$ cat src/inc/cmgt_pkg.sv
package cmgt_pkg;

  // Command byte that opens the parameter sequence
  localparam logic [7:0] CMD_CODE        = 8'hB4;
  localparam int         PARAM_COUNT     = 20;
  localparam logic [4:0] PARAM_LAST      = 5'h13;

  // Parameter indices, counted from zero
  localparam logic [4:0] P_INV           = 5'h00;
  localparam logic [4:0] P_SPLD_HI       = 5'h01;
  localparam logic [4:0] P_SPLD_LO       = 5'h02;
  localparam logic [4:0] P_SP_RISE       = 5'h03;
  localparam logic [4:0] P_SP_END        = 5'h04;
  localparam logic [4:0] P_CKLD          = 5'h05;
  localparam logic [4:0] P_CK_RISE       = 5'h06;
  localparam logic [4:0] P_CK_END        = 5'h07;
  localparam logic [4:0] P_SP_HIGH       = 5'h08;
  localparam logic [4:0] P_CK_WP         = 5'h09;
  localparam logic [4:0] P_PHASE0        = 5'h0A;
  localparam logic [4:0] P_EQ            = 5'h13;

  // Field positions
  localparam int INV_NORM_LSB            = 0;
  localparam int INV_IDLE_LSB            = 3;
  localparam int HI_NIB_LSB              = 4;
  localparam int LO_NIB_LSB              = 0;

  // Inversion encodings
  localparam logic [2:0] INV_COLUMN      = 3'h0;
  localparam logic [2:0] INV_DOT1        = 3'h1;
  localparam logic [2:0] INV_DOT2        = 3'h2;
  localparam logic [2:0] INV_DOT4        = 3'h3;

  // Timing
  localparam int          OSC_PER_STEP   = 4;
  localparam logic [11:0] LINE_BASE_CYC  = 12'h0258;
  localparam int          PHASES         = 9;

  // Reset values of the stored fields
  localparam logic [7:0] RST_BYTE        = 8'h00;
  localparam logic [7:0] RST_SP_END      = 8'h04;
  localparam logic [7:0] RST_CK_END      = 8'h04;

  typedef struct packed {
    logic [2:0]  inv_norm;
    logic [2:0]  inv_idle;
    logic [11:0] sp_line_delay;
    logic [7:0]  sp_rise;
    logic [7:0]  sp_end;
    logic [3:0]  sp_high;
    logic [7:0]  ck_line_delay;
    logic [7:0]  ck_rise;
    logic [7:0]  ck_end;
    logic [3:0]  ck_high;
    logic [3:0]  ck_period;
    logic [71:0] phase;
    logic [3:0]  eq_time;
  } cmgt_cfg_s;

  typedef enum logic [1:0] {
    CMGT_IDLE,
    CMGT_PARAM
  } cmgt_rx_e;

endpackage

$ cat src/cmgt_step_timer.sv
`timescale 1ns/1ns
// Fires once per line when the in-line cycle reaches value*4
module cmgt_step_timer
  import cmgt_pkg::*;
(
  input  wire logic        sys_clk_in,
  input  wire logic        rst_in,
  input  wire logic [11:0] line_pos_in,
  input  wire logic [7:0]  step_in,
  output logic             hit_out
);

  logic [11:0] target;
  assign target = {2'b00, step_in, 2'b00};

  always_ff @(posedge sys_clk_in) begin
    if (rst_in) begin
      hit_out <= 1'b0;
    end else begin
      hit_out <= (line_pos_in == target);
    end
  end

endmodule

$ cat src/cmgt_timing_gen.sv
`timescale 1ns/1ns
// Contract
// - Command byte B4 starts intake of up to twenty ordered parameter bytes.
// - Parameter one holds normal and partial-idle 3-bit inversion selectors; codes 4-7 forbidden.
// - 12-bit start-pulse line delay from parameters two and three, in lines.
// - Start-pulse rise point within line, four oscillator cycles per step.
// - Start-pulse end point within line, four oscillator cycles per step.
// - Start pulse stays high value plus one lines.
// - Shift-pulse line delay postpones first shift pulse by value lines.
// - Shift-pulse end point within line, four oscillator cycles per step.
// - Each shift pulse stays high value plus one lines.
// - Shift pulse repeats every value plus one lines.
// - Nine phase times, four oscillator cycles per step, 0 to 1020.
// - Equalizing period four cycles per step, 0 to 60.
// - Line lasts 600 plus four times line-length setting cycles.
module cmgt_timing_gen
  import cmgt_pkg::*;
(
  input  wire logic        sys_clk_in,
  input  wire logic        rst_in,
  input  wire logic        write_strobe_in,
  input  wire logic        data_command_select_in,
  input  wire logic [7:0]  data_in,
  input  wire logic [7:0]  line_length_setting_in,
  input  wire logic [10:0] frame_lines_in,
  input  wire logic        partial_idle_in,
  output logic             frame_start_out,
  output logic             line_start_out,
  output logic [1:0]       inversion_select_out,
  output logic             inversion_illegal_out,
  output logic             gate_start_pulse_out,
  output logic             gate_shift_pulse_out,
  output logic [3:0]       phase_index_out,
  output logic             timing_generator_output_out,
  output logic             equalize_out
);

  ////////////////////////////////////////////////////////////////////////////////
  // Parameter intake

  cmgt_rx_e  rx_q;
  logic [4:0] idx_q;
  cmgt_cfg_s shadow_q;
  cmgt_cfg_s active_q;
  logic       take_cmd;
  logic       take_par;

  assign take_cmd = write_strobe_in && !data_command_select_in;
  assign take_par = write_strobe_in && data_command_select_in && (rx_q == CMGT_PARAM);

  always_ff @(posedge sys_clk_in) begin
    if (rst_in) begin
      rx_q  <= CMGT_IDLE;
      idx_q <= 5'h00;
    end else if (take_cmd) begin
      rx_q  <= (data_in == CMD_CODE) ? CMGT_PARAM : CMGT_IDLE;
      idx_q <= 5'h00;
    end else if (take_par) begin
      idx_q <= idx_q + 5'h01;
      if (idx_q == PARAM_LAST) begin
        rx_q <= CMGT_IDLE;
      end
    end
  end

  always_ff @(posedge sys_clk_in) begin
    if (rst_in) begin
      shadow_q         <= '0;
      shadow_q.sp_end  <= RST_SP_END;
      shadow_q.ck_end  <= RST_CK_END;
    end else if (take_par) begin
      unique case (idx_q)
        P_INV: begin
          shadow_q.inv_norm <= data_in[INV_NORM_LSB +: 3];
          shadow_q.inv_idle <= data_in[INV_IDLE_LSB +: 3];
        end
        P_SPLD_HI: shadow_q.sp_line_delay[11:8] <= data_in[LO_NIB_LSB +: 4];
        P_SPLD_LO: shadow_q.sp_line_delay[7:0]  <= data_in;
        P_SP_RISE: shadow_q.sp_rise <= data_in;
        P_SP_END:  shadow_q.sp_end  <= data_in;
        P_CKLD:    shadow_q.ck_line_delay <= data_in;
        P_CK_RISE: shadow_q.ck_rise <= data_in;
        P_CK_END:  shadow_q.ck_end  <= data_in;
        P_SP_HIGH: shadow_q.sp_high <= data_in[HI_NIB_LSB +: 4];
        P_CK_WP: begin
          shadow_q.ck_high   <= data_in[HI_NIB_LSB +: 4];
          shadow_q.ck_period <= data_in[LO_NIB_LSB +: 4];
        end
        P_EQ:      shadow_q.eq_time <= data_in[LO_NIB_LSB +: 4];
        default: begin
          if (idx_q >= P_PHASE0 && idx_q < P_EQ) begin
            shadow_q.phase[8*(idx_q - P_PHASE0) +: 8] <= data_in;
          end
        end
      endcase
    end
  end

  ////////////////////////////////////////////////////////////////////////////////
  // Line and frame counters

  logic [11:0] line_pos_q;
  logic [11:0] line_end;
  logic [10:0] line_no_q;
  logic        line_wrap;
  logic        frame_wrap;

  assign line_end   = LINE_BASE_CYC + {2'b00, line_length_setting_in, 2'b00} - 12'h001;
  assign line_wrap  = (line_pos_q == line_end);
  assign frame_wrap = line_wrap && (line_no_q >= frame_lines_in - 11'h001);

  always_ff @(posedge sys_clk_in) begin
    if (rst_in) begin
      line_pos_q <= 12'h000;
    end else begin
      line_pos_q <= line_wrap ? 12'h000 : line_pos_q + 12'h001;
    end
  end

  always_ff @(posedge sys_clk_in) begin
    if (rst_in) begin
      line_no_q <= 11'h000;
    end else if (frame_wrap) begin
      line_no_q <= 11'h000;
    end else if (line_wrap) begin
      line_no_q <= line_no_q + 11'h001;
    end
  end

  always_ff @(posedge sys_clk_in) begin
    if (rst_in) begin
      active_q        <= '0;
      active_q.sp_end <= RST_SP_END;
      active_q.ck_end <= RST_CK_END;
    end else if (frame_wrap) begin
      active_q <= shadow_q;
    end
  end

  always_ff @(posedge sys_clk_in) begin
    if (rst_in) begin
      frame_start_out <= 1'b0;
      line_start_out  <= 1'b0;
    end else begin
      frame_start_out <= frame_wrap;
      line_start_out  <= line_wrap;
    end
  end

  ////////////////////////////////////////////////////////////////////////////////
  // Inversion select

  logic [2:0] inv_sel;
  assign inv_sel = partial_idle_in ? active_q.inv_idle : active_q.inv_norm;

  always_ff @(posedge sys_clk_in) begin
    if (rst_in) begin
      inversion_select_out  <= INV_COLUMN[1:0];
      inversion_illegal_out <= 1'b0;
    end else begin
      inversion_select_out  <= inv_sel[1:0];
      inversion_illegal_out <= inv_sel[2];
    end
  end

  ////////////////////////////////////////////////////////////////////////////////
  // In-line points

  logic sp_rise_hit;
  logic sp_end_hit;
  logic ck_rise_hit;
  logic ck_end_hit;

  cmgt_step_timer u_sp_rise (
    .sys_clk_in  (sys_clk_in),
    .rst_in      (rst_in),
    .line_pos_in (line_pos_q),
    .step_in     (active_q.sp_rise),
    .hit_out     (sp_rise_hit)
  );
  cmgt_step_timer u_sp_end (
    .sys_clk_in  (sys_clk_in),
    .rst_in      (rst_in),
    .line_pos_in (line_pos_q),
    .step_in     (active_q.sp_end),
    .hit_out     (sp_end_hit)
  );
  cmgt_step_timer u_ck_rise (
    .sys_clk_in  (sys_clk_in),
    .rst_in      (rst_in),
    .line_pos_in (line_pos_q),
    .step_in     (active_q.ck_rise),
    .hit_out     (ck_rise_hit)
  );
  cmgt_step_timer u_ck_end (
    .sys_clk_in  (sys_clk_in),
    .rst_in      (rst_in),
    .line_pos_in (line_pos_q),
    .step_in     (active_q.ck_end),
    .hit_out     (ck_end_hit)
  );

  ////////////////////////////////////////////////////////////////////////////////
  // Gate start pulse: rises on line (delay), rise point; ends on line (delay+high), end point

  logic [11:0] sp_first;
  logic [11:0] sp_last;
  assign sp_first = active_q.sp_line_delay;
  assign sp_last  = active_q.sp_line_delay + {8'h00, active_q.sp_high};

  always_ff @(posedge sys_clk_in) begin
    if (rst_in) begin
      gate_start_pulse_out <= 1'b0;
    end else if (sp_rise_hit && ({1'b0, line_no_q} == sp_first)) begin
      gate_start_pulse_out <= 1'b1;
    end else if (sp_end_hit && ({1'b0, line_no_q} == sp_last)) begin
      gate_start_pulse_out <= 1'b0;
    end
  end

  ////////////////////////////////////////////////////////////////////////////////
  // Gate shift pulse: after delay lines, repeats every period+1 lines, high high+1 lines

  logic [3:0] ck_phase_q;
  logic [3:0] ck_hi_left_q;
  logic       ck_started;
  logic       ck_rise_line;

  assign ck_started   = ({1'b0, line_no_q} >= {4'h0, active_q.ck_line_delay});
  assign ck_rise_line = ck_started && (ck_phase_q == 4'h0);

  always_ff @(posedge sys_clk_in) begin
    if (rst_in || frame_wrap) begin
      ck_phase_q <= 4'h0;
    end else if (line_wrap && ({1'b0, line_no_q} >= {4'h0, active_q.ck_line_delay})) begin
      ck_phase_q <= (ck_phase_q == active_q.ck_period) ? 4'h0 : ck_phase_q + 4'h1;
    end
  end

  always_ff @(posedge sys_clk_in) begin
    if (rst_in) begin
      gate_shift_pulse_out <= 1'b0;
      ck_hi_left_q         <= 4'h0;
    end else if (ck_rise_hit && ck_rise_line) begin
      gate_shift_pulse_out <= 1'b1;
      ck_hi_left_q         <= active_q.ck_high;
    end else if (line_wrap && gate_shift_pulse_out && ck_hi_left_q != 4'h0) begin
      ck_hi_left_q <= ck_hi_left_q - 4'h1;
    end else if (ck_end_hit && ck_hi_left_q == 4'h0) begin
      gate_shift_pulse_out <= 1'b0;
    end
  end

  ////////////////////////////////////////////////////////////////////////////////
  // Phase sequencer t1..t9 then equalize, restarted each line

  logic [9:0]  ph_cnt_q;
  logic [3:0]  ph_q;
  logic [7:0]  ph_len;
  logic [9:0]  ph_lim;
  logic [9:0]  eq_lim;
  logic [9:0]  ph_end;
  logic [3:0]  ph_first;
  logic [3:0]  ph_next;

  assign ph_len = (ph_q < 4'(PHASES)) ? active_q.phase[8*ph_q +: 8] : 8'h00;
  assign ph_lim = {ph_len, 2'b00};
  assign eq_lim = {4'h0, active_q.eq_time, 2'b00};
  assign ph_end = (ph_q == 4'(PHASES)) ? eq_lim : ph_lim;

  // Zero-length phases are skipped and take no cycles, except the line's first phase after reset or a settings switch, which takes one cycle
  always_comb begin
    ph_first = (eq_lim == 10'h000) ? 4'(PHASES + 1) : 4'(PHASES);
    ph_next  = ph_first;
    for (int k = PHASES - 1; k >= 0; k--) begin
      if (active_q.phase[8*k +: 8] != 8'h00) begin
        ph_first = 4'(k);
        if (4'(k) > ph_q) begin
          ph_next = 4'(k);
        end
      end
    end
  end

  always_ff @(posedge sys_clk_in) begin
    if (rst_in) begin
      ph_q     <= 4'h0;
      ph_cnt_q <= 10'h000;
    end else if (line_wrap) begin
      ph_q     <= ph_first;
      ph_cnt_q <= 10'h000;
    end else if (ph_q <= 4'(PHASES)) begin
      if (ph_cnt_q + 10'h001 >= ph_end) begin
        ph_q     <= (ph_q == 4'(PHASES)) ? 4'(PHASES + 1) : ph_next;
        ph_cnt_q <= 10'h000;
      end else begin
        ph_cnt_q <= ph_cnt_q + 10'h001;
      end
    end
  end

  always_ff @(posedge sys_clk_in) begin
    if (rst_in) begin
      phase_index_out             <= 4'h0;
      timing_generator_output_out <= 1'b0;
      equalize_out                <= 1'b0;
    end else begin
      phase_index_out             <= ph_q;
      timing_generator_output_out <= (ph_q < 4'(PHASES)) && ph_q[0];
      equalize_out                <= (ph_q == 4'(PHASES)) && (ph_cnt_q < eq_lim);
    end
  end

  ////////////////////////////////////////////////////////////////////////////////
  // Checks

  a_cmd_opens: assert property (@(posedge sys_clk_in) disable iff (rst_in)
    (take_cmd && data_in == CMD_CODE) |=> (rx_q == CMGT_PARAM && idx_q == 5'h00))
    else $error("command code did not open intake");
  a_intake_ends: assert property (@(posedge sys_clk_in) disable iff (rst_in)
    (take_par && idx_q == PARAM_LAST && !take_cmd) |=> rx_q == CMGT_IDLE)
    else $error("intake did not close after twenty parameters");
  a_inv_field: assert property (@(posedge sys_clk_in) disable iff (rst_in)
    (take_par && idx_q == P_INV) |=> shadow_q.inv_idle == $past(data_in[5:3]))
    else $error("partial idle inversion field misplaced");
  a_inv_pick: assert property (@(posedge sys_clk_in) disable iff (rst_in)
    partial_idle_in |=> inversion_select_out == $past(active_q.inv_idle[1:0]))
    else $error("wrong inversion selector in partial idle");
  a_frame_apply: assert property (@(posedge sys_clk_in) disable iff (rst_in)
    !$past(frame_wrap) |-> $stable(active_q))
    else $error("active timing changed outside frame boundary");
  a_line_len: assert property (@(posedge sys_clk_in) disable iff (rst_in)
    line_wrap |-> line_pos_q == 12'(600 + 4 * line_length_setting_in - 1))
    else $error("line length wrong");
  a_sp_rise: assert property (@(posedge sys_clk_in) disable iff (rst_in)
    $rose(gate_start_pulse_out) |-> $past(line_pos_q, 2) == {2'b00, active_q.sp_rise, 2'b00})
    else $error("start pulse rose at wrong point");
  a_sp_fall: assert property (@(posedge sys_clk_in) disable iff (rst_in)
    $fell(gate_start_pulse_out) |-> $past(line_pos_q, 2) == {2'b00, active_q.sp_end, 2'b00})
    else $error("start pulse ended at wrong point");
  a_ck_rise: assert property (@(posedge sys_clk_in) disable iff (rst_in)
    $rose(gate_shift_pulse_out) |-> $past(line_pos_q, 2) == {2'b00, active_q.ck_rise, 2'b00})
    else $error("shift pulse rose at wrong point");
  a_eq_width: assert property (@(posedge sys_clk_in) disable iff (rst_in)
    equalize_out |-> active_q.eq_time != 4'h0)
    else $error("equalize without period");

  c_cmd_seen: cover property (@(posedge sys_clk_in) take_cmd && data_in == CMD_CODE);
  c_all_params: cover property (@(posedge sys_clk_in) take_par && idx_q == PARAM_LAST);
  c_sp_pulse: cover property (@(posedge sys_clk_in) $fell(gate_start_pulse_out));
  c_ck_pulse: cover property (@(posedge sys_clk_in) $rose(gate_shift_pulse_out));

endmodule

$ cat config.mk
export PLATFORM = sky130hd
export DESIGN_NAME = cmgt_timing_gen
export DESIGN_NICKNAME = d
export VERILOG_FILES = /design/src/inc/cmgt_pkg.sv /design/src/cmgt_step_timer.sv /design/src/cmgt_timing_gen.sv
export SDC_FILE = /design/constraint.sdc
export NUM_CORES = 1
export LEC_CHECK = 0
export BUFFER_PORTS_ARGS = -buffer_cell sky130_fd_sc_hd__buf_4
export CORE_MARGIN = 1
export CORE_UTILIZATION = 45
export CTS_CLUSTER_SIZE = 14
export DETAILED_ROUTE_END_ITERATION = 10
export MAX_ROUTING_LAYER = met4
export PLACE_DENSITY = 0.66
export SYNTH_ARGS = -nofsm -noshare
export SYNTH_HDL_FRONTEND = slang
export SYNTH_SLANG_ARGS = --single-unit
$ cat constraint.sdc
create_clock -name sys_clk_in -period 6.49 [get_ports sys_clk_in]
set_input_delay 0.3245 -clock sys_clk_in [delete_from_list [all_inputs] [get_ports sys_clk_in]]
set_output_delay 0.3245 -clock sys_clk_in [all_outputs]
set_load 0.05 [all_outputs]
# Word level (Yosys, flattened, before mapping)
# Index checks and enable logic that the tools add are counted.
totals:
  ramBits: 0
  memories: 0
  in_bits: 32
  rom_bits: 0
  regBits: 361
  latch_bits: 0
  out_inout_bits: 13
classes:
  n_bitwise: 1
  div: 0
  eq_ne: 22
  mul: 0
  n_reduce_logical: 57
  add_sub_neg: 12
  shift: 3
  mux: 49
  order_cmp: 17
op_table:
  columns: ["cell", "count"]
  rows:
  - ["$mux W4", 31]
  - ["$bwmux W72", 1]
  - ["$reduce_bool A8 Y1", 9]
  - ["$shift A8 B34 Y72 const A", 1]
  - ["$shiftx A72 B8 Y8", 1]
  - ["$shiftx A8 B34 Y72", 1]
  - ["$eq A12 B10 Y1", 4]
  - ["$neg A32 Y34", 1]
  - ["$reduce_and A2 Y1", 14]
  - ["$eq A11 B12 Y1", 2]
  - ["$eq A5 B3 Y1 const B", 4]
  - ["$mux W10", 2]
  - ["$gt A3 B4 Y1 const A", 4]
  - ["$logic_and A1 B1 Y1", 15]
  - ["$mux W2", 7]
  - ["$reduce_bool A2 Y1", 7]
  - ["$add A12 B1 Y12 const B", 1]
  - ["$add A12 B4 Y12", 1]
  - ["$eq A12 B12 Y1", 1]
  - ["$sub A11 B1 Y12 const B", 1]
  - ["$add A10 B10 Y11 const A", 1]
  - ["$add A11 B1 Y11 const B", 1]
  - ["$ge A11 B11 Y1", 1]
  - ["$ge A11 B8 Y1", 1]
  - ["37 further kinds", 49]

# Logic depth before layout (Yosys ltp)
# Gate-level depths: netlist of the first run.
depth:
  ltp_word: 24
  mapped_depth: 15
  ltp_nobuf: 14

# Hierarchy
# A second synthesis of the first run with hierarchy kept.
hier_totals:
  cells_unflattened: 2000
  hier_area_um2: 17337.9
by_module_without_submodules:
  columns: ["module", "seq_area_each_um2", "cells_per_inst", "area_per_inst_um2", "instances"]
  rows:
  - ["cmgt_timing_gen", 7126.8, 1944, 16822.4, 1]
  - ["cmgt_step_timer", 20.0, 14, 128.9, 4]

# Worst setup path before layout of the first run
# OpenSTA, ideal clock, no wires.
synth_path:
  path_type: "register to register"
  from: "register idx_q[2]"
  to: "register shadow_q[44] (netlist bit)"
  path_buffers: 2
  period_less_slack_ps: 3676
  path_stages_with_launch: 15
  slack_ps: 2814
  required_ps: 6363
  arrival_ps: 3549
  path_cell_list: "dfxtp_1 > inv_1 > ha_1 > xor2_1 > nand3_1 > or2_2 > ha_1 > or4bb_1 > nor4_1 > nand4_1 > or3_1 > clkbuf_1 > clkbuf_1 > nand3_1 > o21ai_0"
synth_via:
  elab_chain_cells: 4
  elab_cells_between_ends: 22
synth_lines:
  columns: ["item", "line", "text"]
  rows:
  - ["start: declaration", "cmgt_timing_gen.sv:42", "logic [4:0] idx_q;"]
  - ["start signal: assignment", "cmgt_timing_gen.sv:59", "idx_q <= idx_q + 5'h01;"]
  - ["$sub A5 B4 Y6, or another cell as far along", "cmgt_timing_gen.sv:92", "shadow_q.phase[8*(idx_q - P_PHASE0) +: 8] <= data_in;"]
  - ["$neg A32 Y34 / $reduce_or A11 Y1 (equally long branches)", null, null]
  - ["$shiftx A8 B34 Y72, or another cell as far along", "cmgt_timing_gen.sv:92", null]
  - ["$bwmux W72 / $reduce_and A3 Y1 (equally long branches)", null, null]
  - ["end: declaration", "cmgt_timing_gen.sv:43", "cmgt_cfg_s shadow_q;"]
# Several ways; a longest one is shown, not always the timed one.
# A chain may end at the register's enable or synchronous reset.

# Worst setup path in the final report of the first run
layout_path:
  from: "register idx_q[0]"
  to: "register shadow_q[55] (netlist bit)"
# The elaborated chain is that of the path after synthesis.

==> results of run 1 <==
==> critical path: stages (launching register included) <==
cell and delay [ns]:
dfxtp_1 0.43, inv_1 0.17, ha_1 0.68, nand3_1 0.29, or2_2 0.35, ha_1 0.28, or4bb_1 0.49, nor4_1 0.17
nand4_1 0.29, nor4_2 1.00, mux2i_1 0.28, nor2_1 0.05
==> kinds of logic (layout without fill, tap and decap cells) <==
group           count (synthesis)  after routing  share of synthesized area (%)
simple gates                  876            876                           23.6
compound gates                421            421                           14.1
flops                         360            360                           42.9
buf+inv                       180            155                           4.70
xor+xnor                      110            110                           5.83
fa+ha+maj                      62             62                           4.67
mux                            50             50                           4.17
==> synth_stat cells (6+ instances only) <==
master	n	area [sq um]
nand2_1	457	1720
dfxtp_1	360	7210
a21oi_1	261	1310
nand3_1	162	811
clkbuf_1	113	424
nor2_1	93	349
o21ai_0	73	365
xnor2_1	62	543
ha_1	61	763
xor2_1	47	412
inv_1	35	131
mux2i_1	34	340
nor4_1	33	206
nor3_1	21	105
nand4_1	19	119
or3_1	17	106
mux4_2	16	360
and3_1	14	87.6
buf_6	11	124
nor2b_1	10	62.6
buf_1	8	30.0
nand2b_1	8	50.1
a21o_1	7	52.6
buf_2	6	30.0
buf_4	6	45.0
nand3b_1	6	45.0
o211ai_1	6	45.0
o21a_1	6	45.0
o21ai_1	6	30.0
==> layout make-up <==
cell class	instances	share of cell area [%]
Sequential cell	360	39.2
Multi-Input combinational cell	1519	48.0
Tap cell	468	3.19
Clock buffer	53	5.92
Timing Repair Buffer	57	2.43
Clock inverter	9	0.551
Inverter	36	0.735
==> power groups by stage <==
stage               logic (uW)  registers (uW)  clock network, uW
finish                     157            2230               2120
global route               170            2230               2230
CTS                        157            2230               2140
detailed placement         156            2280                  0
global placement           154            2280                  0
floorplan                 95.0            2280                  0
==> stage by stage <==
step | hold WS, ns | util [%]
after global routing | 0.120 | 50.1
after CTS | 0.0861 | 50.1
after floorplan | 0.426 | -
after detailed placement | 0.444 | 46.8
after global placement | 0.438 | 46.8
final | 0.0918 | 50.1
==> sequential cells by signal, indices dropped and copies added, names as in the netlist, 5 cells and up <==
signal	cells
line_pos_q	12
shadow_q	146
active_q	134
sp_first	12
idx_q	5
line_no_q	11
ph_cnt_q	10
==> path summary, 6_finish.rpt <==
check | startpoint | end | slack (ns) | cells after the start
max | idx_q[0] | shadow_q[55] | 1.85 | 11
min | partial_idle_in | inversion_select_out[0] | 0.09 | 3
max reg2reg | idx_q[0] | shadow_q[55] | 1.85 | 11
min reg2reg | active_q[81] | active_q[81] | 0.45 | 2
==> cell usage in the layout (no fill, tap or decap), drive strengths merged, types with 4 or more instances in the layout <==
cell type,n
nor4,35
inv,37
and3,14
nand2b,8
o211ai,6
and2,4
mux4,16
a31oi,5
xor2,47
o22a,4
nor3,21
nor2b,10
a21oi,261
ha,61
mux2i,34
buf,56
or3,17
a211o,4
o21ai,79
a211oi,5
or4,5
a2111oi,4
xnor2,62
o22ai,5
o21a,6
nor2,93
nand2,457
a22oi,5
or2,4
nand3b,6
clkinv,5
a21o,7
a21boi,5
dfxtp,360
nand3,162
clkbuf,54
or3b,5
nand4,19
==> routing by layer <==
metal,global-route usage (%),vias up
li1,-,6977
met3,3.64,68
met4,6.91,0
met1,31.1,6796
met5,-,-
met2,36.8,396
==> metrics.yaml, run 1 <==
status: "completed"
multiInputGateArea_sq_um: 8820
drive_gt1_share_pct: 7.42
globalplace.congestion: 0.884
n_antenna_cell: 0
drt_iter0_drc: 1236
row_count: 70
cts_resized: 0
fin_setup_tns_ns: 0
synthesis.nets: 2153
finalCritPeriodShare_pct: 71.5
yosys_warnings: 0
path_clk_slew_ns: 0.06
clockBufferDepth: 3
grt_setup_unrepaired: "no"
grt-ovfl-total: 0
synthArstFlopShare_pct: 0
die_h_um: 195
total_power_uw: 4500
wl_met2_um: 19700
routed.top_layer: "met4"
fin_skew_ns: 0.0225
slew_headroom_pct: 23.4
crit_path_end_kind: "flop"
syn-cell-area_sq_um: 16800
regArea_sq_um: 7210
ys_ff_latch: 360
h-tree-depth: 2
synth_area_per_cell_sq_um: 8.15
ios: 45
fin_area_sq_um: 18400
cts_made_buffers: 37
power.share.clock_pct: 47.0
drc: 0
antenna_found_initial: 0
max_freq_ghz: 0.216
leakage_uw: 0.00655
fp.coreArea_sq_um: 36700
routed_wl_um: 43700
clock_latency_ns: 0.54
grt_pass1_vias: 13400
dp_hpwl_um: 28700
grt_pass1_wl_um: 70600
wl_per_cell_um: 17.5
ys_types: 72
start_util_pct: 45.7
synth_edf_count: 0
crit_fanout: 21
vias: 14200
grt_usage_pct: 23.4
postSynthCellCount: 2059
portBuffers: 44
power_frac_seq_pct: 49.5
grt_start_max_net_pins: 100
setup_viol: 0
final_max_slew_viol_count: 0
cts.sinks: 360
maxCapViolations: 0
dp_slack_ns: 1.92
die_area_sq_um: 38100
pwr-share-comb_pct: 3.5
die_x_um: 195
p_per_area_nw_per_um2: 245
yosys_most_used_dff: "dfxtp_1"
holdBufCountCts: 0
root_buffer: "clkbuf_16"
num-nets-final: 2105
worst_pin_slew_ns: 1.14
intPower_uw: 3510
dp.cells: 2440
path_class: "reg2reg"
swShare_pct: 22.1
n_fill_cell: 3491
hp-class: "in2reg"
cts_setup_buffers: 0
area_delta_synth_final_pct: 9.48
hold_viol: 0
ant_nets: 0
vdd_drop_max_v: 0.000185
p_switching_uw: 996
period_minus_slack_ns: 4.64
arrival_ns: 5.03
cp-start-kind: "flop"
drt_pass1_iterations: 7
m1WireLength_um: 20200
seq_area_frac_synth_pct: 42.9
dr_wl_met3_um: 2710
fin_cells: 2502
finalWorstSetupSlack_ns: 1.85
vias_per_cell: 5.69
cts_tree: "built"
crit_required_ns: 6.88
place_area_sq_um: 17200
Power figures use the tool's default switching activity.
==> inputs of run 2 (changes only) <==
- ABC_AREA: not set -> 1
- clock period: 6.49 -> 4.7 ns (I/O delays scaled with it)
==> run 2 against run 1 <==
Against the previous run:
- register-to-register slack got worse by 1.3 ns
- combinational power rose to 2.9 times the previous value
- sequential power up 39%
- global-route usage increased by 1.3 points
- sequential share of layout area fell by 2.3 points
- worst hold slack worse by 0.045 ns
==> metrics.yaml, run 2 <==
status: "completed"
ys_types: 56
max_freq_ghz: 0.241
cts.sinks: 360
regMostFlops: "shadow_q"
seq_area_frac_synth_pct: 40.9
hold-worst-slack_ns: 0.0465
grt_start_max_net_pins: 96
cts_made_buffers: 40
yosys_warnings: 0
clock_latency_ns: 0.55
postSynthCellCount: 2426
vias: 15800
grt_setup_unrepaired: "no"
cts_tree: "built"
largest_reg_flops: 146
yosys_most_used_dff: "dfxtp_1"
hp-class: "in2reg"
yosysTopAreaCell: "dfxtp_1"
die_area_sq_um: 40000
hold_viol: 0
final_max_slew_viol_count: 0
grt-ovfl-total: 0
root_buffer: "clkbuf_16"
cts_setup_buffers: 0
vias_per_cell: 5.30
wl_per_cell_um: 15.9
top_regs: "shadow_q: 146 flops, active_q: 134 flops"
maxCapViolations: 0
start_util_pct: 45.6
layout_commonest_cell: "nand2_1"
drive_gt1_share_pct: 9.87
dp_hpwl_um: 33900
antenna_found_initial: 1
fp.coreArea_sq_um: 38600
synth_area_per_cell_sq_um: 7.27
setup_viol: 0
drt_iter0_drc: 1136
synthArstFlopShare_pct: 0
num-nets-final: 2526
die_h_um: 200
globalplace.congestion: 0.890
grt_usage_pct: 24.7
p_per_area_nw_per_um2: 336
crit_fanout: 25
crit_required_ns: 5.17
synth_common_cells: "nand2_1 (431), dfxtp_1 (360), nor2_1 (319)"
leakage_uw: 0.00850
slew_headroom_pct: 39.9
area_delta_synth_final_pct: 10.6
grt_pass1_wl_um: 76400
row_count: 72
period_minus_slack_ns: 4.15
path_clk_slew_ns: 0.06
dp.cells: 2907
cp-start-kind: "flop"
ios: 45
drc: 0
worst_pin_slew_ns: 0.901
clockBufferDepth: 3
synthesis.nets: 2520
die_x_um: 200
ant_nets: 0
path_class: "reg2reg"
grt_pass1_vias: 14600
h-tree-depth: 2
routed_wl_um: 47500
ys_ff_latch: 360
arrival_ns: 4.62
fin_setup_tns_ns: 0
crit_path_end_kind: "flop"
drt_pass1_iterations: 7
synth_edf_count: 0
total_power_uw: 6550
finalCritPeriodShare_pct: 88.2
synth_top_area_share_pct: 40.9
final_cell_mix: "nand2_1 (429), dfxtp_1 (360), nor2_1 (319)"
yosysMostFrequentCell: "nand2_1"
vdd_drop_max_v: 0.000195
portBuffers: 44
fin_cells: 2981
syn-cell-area_sq_um: 17600
synth_area_leaders: "dfxtp_1 (41%), nand2_1 (9.2%), nor2_1 (6.8%)"
fin_skew_ns: 0.0238
[run 2: cell count changes in the layout (fill, tap and decap cells not counted), sizes merged, moves of 15 or more]
cell / previous run / this run
nor3: 21 / 56
xnor2: 62 / 18
nand4: 19 / 38
a211oi: 5 / 23
o21ai: 79 / 213
mux2i: 34 / 0
inv: 37 / 300
o22ai: 5 / 31
nand2: 457 / 501
nor2: 93 / 327
or3: 17 / 2
a21oi: 261 / 116
nor4: 35 / 13
mux4: 16 / 0
[run 2: area by class of cell]
| type | instances | area [sq um] |
|---|---|---|
| sequential | 360 | 7210 |
| antenna | 1 | 2.50 |
| timing repair buffer | 58 | 488 |
| clock inverter | 15 | 104 |
| tap | 518 | 648 |
| inverter | 301 | 1130 |
| clock buffer | 57 | 1140 |
| fill | 3754 | 19100 |
| multi-input combinational | 1671 | 8780 |
[run 2: kinds of logic (layout without fill, tap and decap cells)]
group                    Yosys count  in the layout  synth area share, %
adder cells (fa/ha/maj)           62             62                 4.44
flip-flops                       360            360                 40.9
AO/OA/AOI/OAI                    437            437                 14.1
XOR/XNOR                          66             66                 3.40
other                              0              1                    0
buffers and inverters            395            431                 9.44
AND/OR/NAND/NOR                 1106           1106                 27.8
[run 2: power breakdown]
part	internal, uW	total (uW)	switching, uW
combinational	120	448	328
clock	1710	2990	1280
sequential	3080	3110	30.2
total	4910	6550	1640
[run 2: final timing paths]
| kind | from | end | slack, ns | cells past startpoint |
|---|---|---|---|---|
| hold / removal | data_in[1] | shadow_q[5] | 0.05 | 3 |
| setup / recovery | idx_q[1] | shadow_q[26] | 0.55 | 17 |
| hold reg to reg | shadow_q[115] | active_q[115] | 0.44 | 2 |
| setup reg to reg | idx_q[1] | shadow_q[26] | 0.55 | 17 |
[run 2: what timing repair did]
| action | in CTS | in global routing |
|---|---|---|
| hold buffers | 1 | 0 |
| setup endpoints to repair | 0 | 44 |
| hold endpoints to repair | 1 | 0 |
| gates resized for setup | 0 | 1 |
[run 2: stage by stage]
stage	util (%)	setup WS [ns]	instance area, sq um
CTS	50.5	0.344	19500
global route	50.5	0.127	19500
floorplan	-	1.55	17600
detailed placement	47.2	0.370	18200
finish	50.5	0.552	19500
global placement	47.2	0.494	18200
[run 2: metal layers]
layer	wire [um]	global-route usage, %
met1	22700	34.6
met2	20900	37.7
met3	2920	3.01
met4	977	6.33
met5	0	-
[run 2: worst max-delay path, cell delays in order, from the launching register on]
cell and delay, ns:
dfxtp_1 0.46, inv_1 0.14, ha_1 0.26, xor2_2 0.19, nand3_1 0.14, nor2_1 0.31, inv_1 0.08, ha_2 0.63
inv_1 0.21, a21oi_1 0.16, o21ai_0 0.11, nor2_1 0.10, nand3_1 0.07, nor2_1 0.18, nand4_1 0.15, nor2_1 0.53
o21ai_0 0.17, nor2_1 0.15
==> inputs of run 3 (changes only) <==
- PLACE_DENSITY: 0.66 -> 0.68
- clock period: 4.7 -> 3.8 ns (I/O delays scaled with it)
==> run 3 against run 2 <==
Against the previous run:
- clock power up 34%
- core utilization up 0.95 points
- cell area up 1.9%
- wire length is 0.58% lower
- critical path depth up 3
- die area unchanged
- fmax rose by 20%
- register-to-register slack worse by 0.22 ns
- final cell count increased by 0.67%
- worst hold slack got worse by 0.028 ns
- critical path type unchanged
- via count increased by 1.3%
- first-iteration DRC count rose by 9.9%
==> metrics.yaml, run 3 (same netlist as run 2, synthesis figures left out) <==
status: "completed"
cp_top_family: "compound AO/OA/AOI/OAI gates"
maxCapViolations: 0
die_area_sq_um: 40000
period_minus_slack_ns: 3.46
r2r-end: "ph_q[1]"
pwr-share-comb_pct: 6.8
hp-class: "in2reg"
rr_worst_depth: 20
hold_depth: 3
grt-ovfl-total: 0
dp_hpwl_um: 34200
crit_path_end_kind: "flop"
swShare_pct: 23.7
crit_required_ns: 4.25
area_delta_synth_final_pct: 12.7
crit_chain: "inv_1 > nor2_2 > inv_1 > o22ai_1 > o21ai_0 > nand3_1 > o21ai_0 > ha_1 > inv_1 > nor2_1 > o21ai_0 > nand2_1 > nand3_1 > o2111ai_1 > nand2_1 > nand2_1 > o21ai_0 > inv_1 > nand2_1 > inv_1"
h-tree-depth: 2
portBuffers: 44
power.share.clock_pct: 47.7
row_count: 72
grt_usage_pct: 24.7
power_frac_seq_pct: 45.5
grt_start_max_net_pins: 90
r2r_start: "ph_q[0]"
crit_top_cell: "inv_1"
cts_tree: "built"
hold_viol: 0
fp.coreArea_sq_um: 38600
clock_latency_ns: 0.56
vias_per_cell: 5.33
top_regs: "shadow_q: 146 flops, active_q: 134 flops"
slowest_delay_ns: 0.40
cp_slowest_cell: "dfxtp_1"
path_clk_slew_ns: 0.06
min-delay-start: "data_in[1]"
largest_reg_flops: 146
drc: 0
grt_pass1_vias: 14600
die_h_um: 200
vias: 16000
p_per_area_nw_per_um2: 425
cts.sinks: 360
grt_setup_unrepaired: "no"
final_max_slew_viol_count: 0
setup_viol: 0
final_cell_mix: "nand2_1 (429), dfxtp_1 (359), nor2_1 (317)"
regMostFlops: "shadow_q"
ant_nets: 0
finalCritPeriodShare_pct: 91.1
path_buf_inv: 5
ios: 45
n_fill_cell: 3719
cp-start-kind: "flop"
globalplace.congestion: 0.926
root_buffer: "clkbuf_16"
vdd_drop_max_v: 0.000278
num-nets-final: 2547
crit_path_start: "ph_q[0]"
max_freq_ghz: 0.289
p_switching_uw: 2000
wl_per_cell_um: 15.7
drt_iter0_drc: 1249
leakage_uw: 0.00867
die_x_um: 200
fin_cells: 3001
arrival_ns: 3.91
slew_headroom_pct: 45.0
drt_pass1_iterations: 5
n_antenna_cell: 0
path_class: "reg2reg"
min_to: "shadow_q[5]"
antenna_found_initial: 0
cts_made_buffers: 40
fin_setup_tns_ns: 0
dp.cells: 2921
clockBufferDepth: 3
intPower_uw: 6440
start_util_pct: 45.6
r2r_slack_ns: 0.34
crit_fanout: 10
worst_pin_slew_ns: 0.824
layout_commonest_cell: "nand2_1"
drive_gt1_share_pct: 10.6
grt_pass1_wl_um: 75800
routed_wl_um: 47200
fin_skew_ns: 0.0216
run 3: how the worst max path moves through the flow:
| stage | end | slack (ns) | cells after the start |
|---|---|---|---|
| after global placement | active_q[17] | 0.13 | 16 |
| after global routing | ph_q[0] | 0.05 | 20 |
| after detailed placement | active_q[17] | 0.08 | 16 |
| final | ph_q[1] | 0.34 | 20 |
| after CTS | shadow_q[60] | 0.13 | 14 |
| after floorplan | shadow_q[13] | 0.65 | 18 |
run 3: power by group through the flow:
stage / registers (uW) / clock network (uW) / logic (uW)
2_1_floorplan: 3950 / 0 / 345
5_1_grt: 3850 / 4250 / 636
3_3_place_gp: 3930 / 0 / 548
4_1_cts: 3840 / 4090 / 565
3_5_place_dp: 3930 / 0 / 556
6_report: 3840 / 4020 / 574
run 3: timing repair:
action                                  in CTS  in global routing
hold endpoints to repair                     9                  0
endpoints found under the setup margin       0                 64
buffers inserted                             0                  0
hold buffers                                 8                  0
gates resized for setup                      0                 14
run 3: worst register-to-register path: cells and delay by family, from the launching register on:
kind / cells / cell delay (ns)
compound gates: 6 / 1.09
flops: 1 / 0.40
buf+inv: 5 / 0.51
simple gates: 8 / 1.05
fa+ha+maj: 1 / 0.30
run 3: layer usage:
layer,GRT usage (%),share of wire [%],vias up
met5,-,0,-
met1,33.5,47,7424
met4,7.72,2.7,0
li1,-,-,7996
met2,37.6,44,473
met3,3.73,6.2,95
run 3: metrics by stage:
stage                     util [%]  cell area (sq um)  total power, uW  hold WS, ns  setup WS [ns]
after floorplan                  -              17600             4290        0.342          0.651
after global placement        47.4              18300             4470        0.432          0.131
after detailed placement      47.4              18300             4480        0.435         0.0845
after CTS                     51.3              19800             8500      0.00102          0.134
after global routing          51.4              19900             8740       0.0341         0.0513
final                         51.4              19900             8440       0.0188          0.337
run 3: cell type report:
type	instances	area [sq um]	share of cell area, %
Tap cell	518	648	3.26
Clock buffer	57	1200	6.02
Clock inverter	15	195	0.982
Inverter	301	1130	5.71
Timing Repair Buffer	79	654	3.29
Sequential cell	360	7210	36.3
Multi-Input combinational cell	1671	8840	44.5
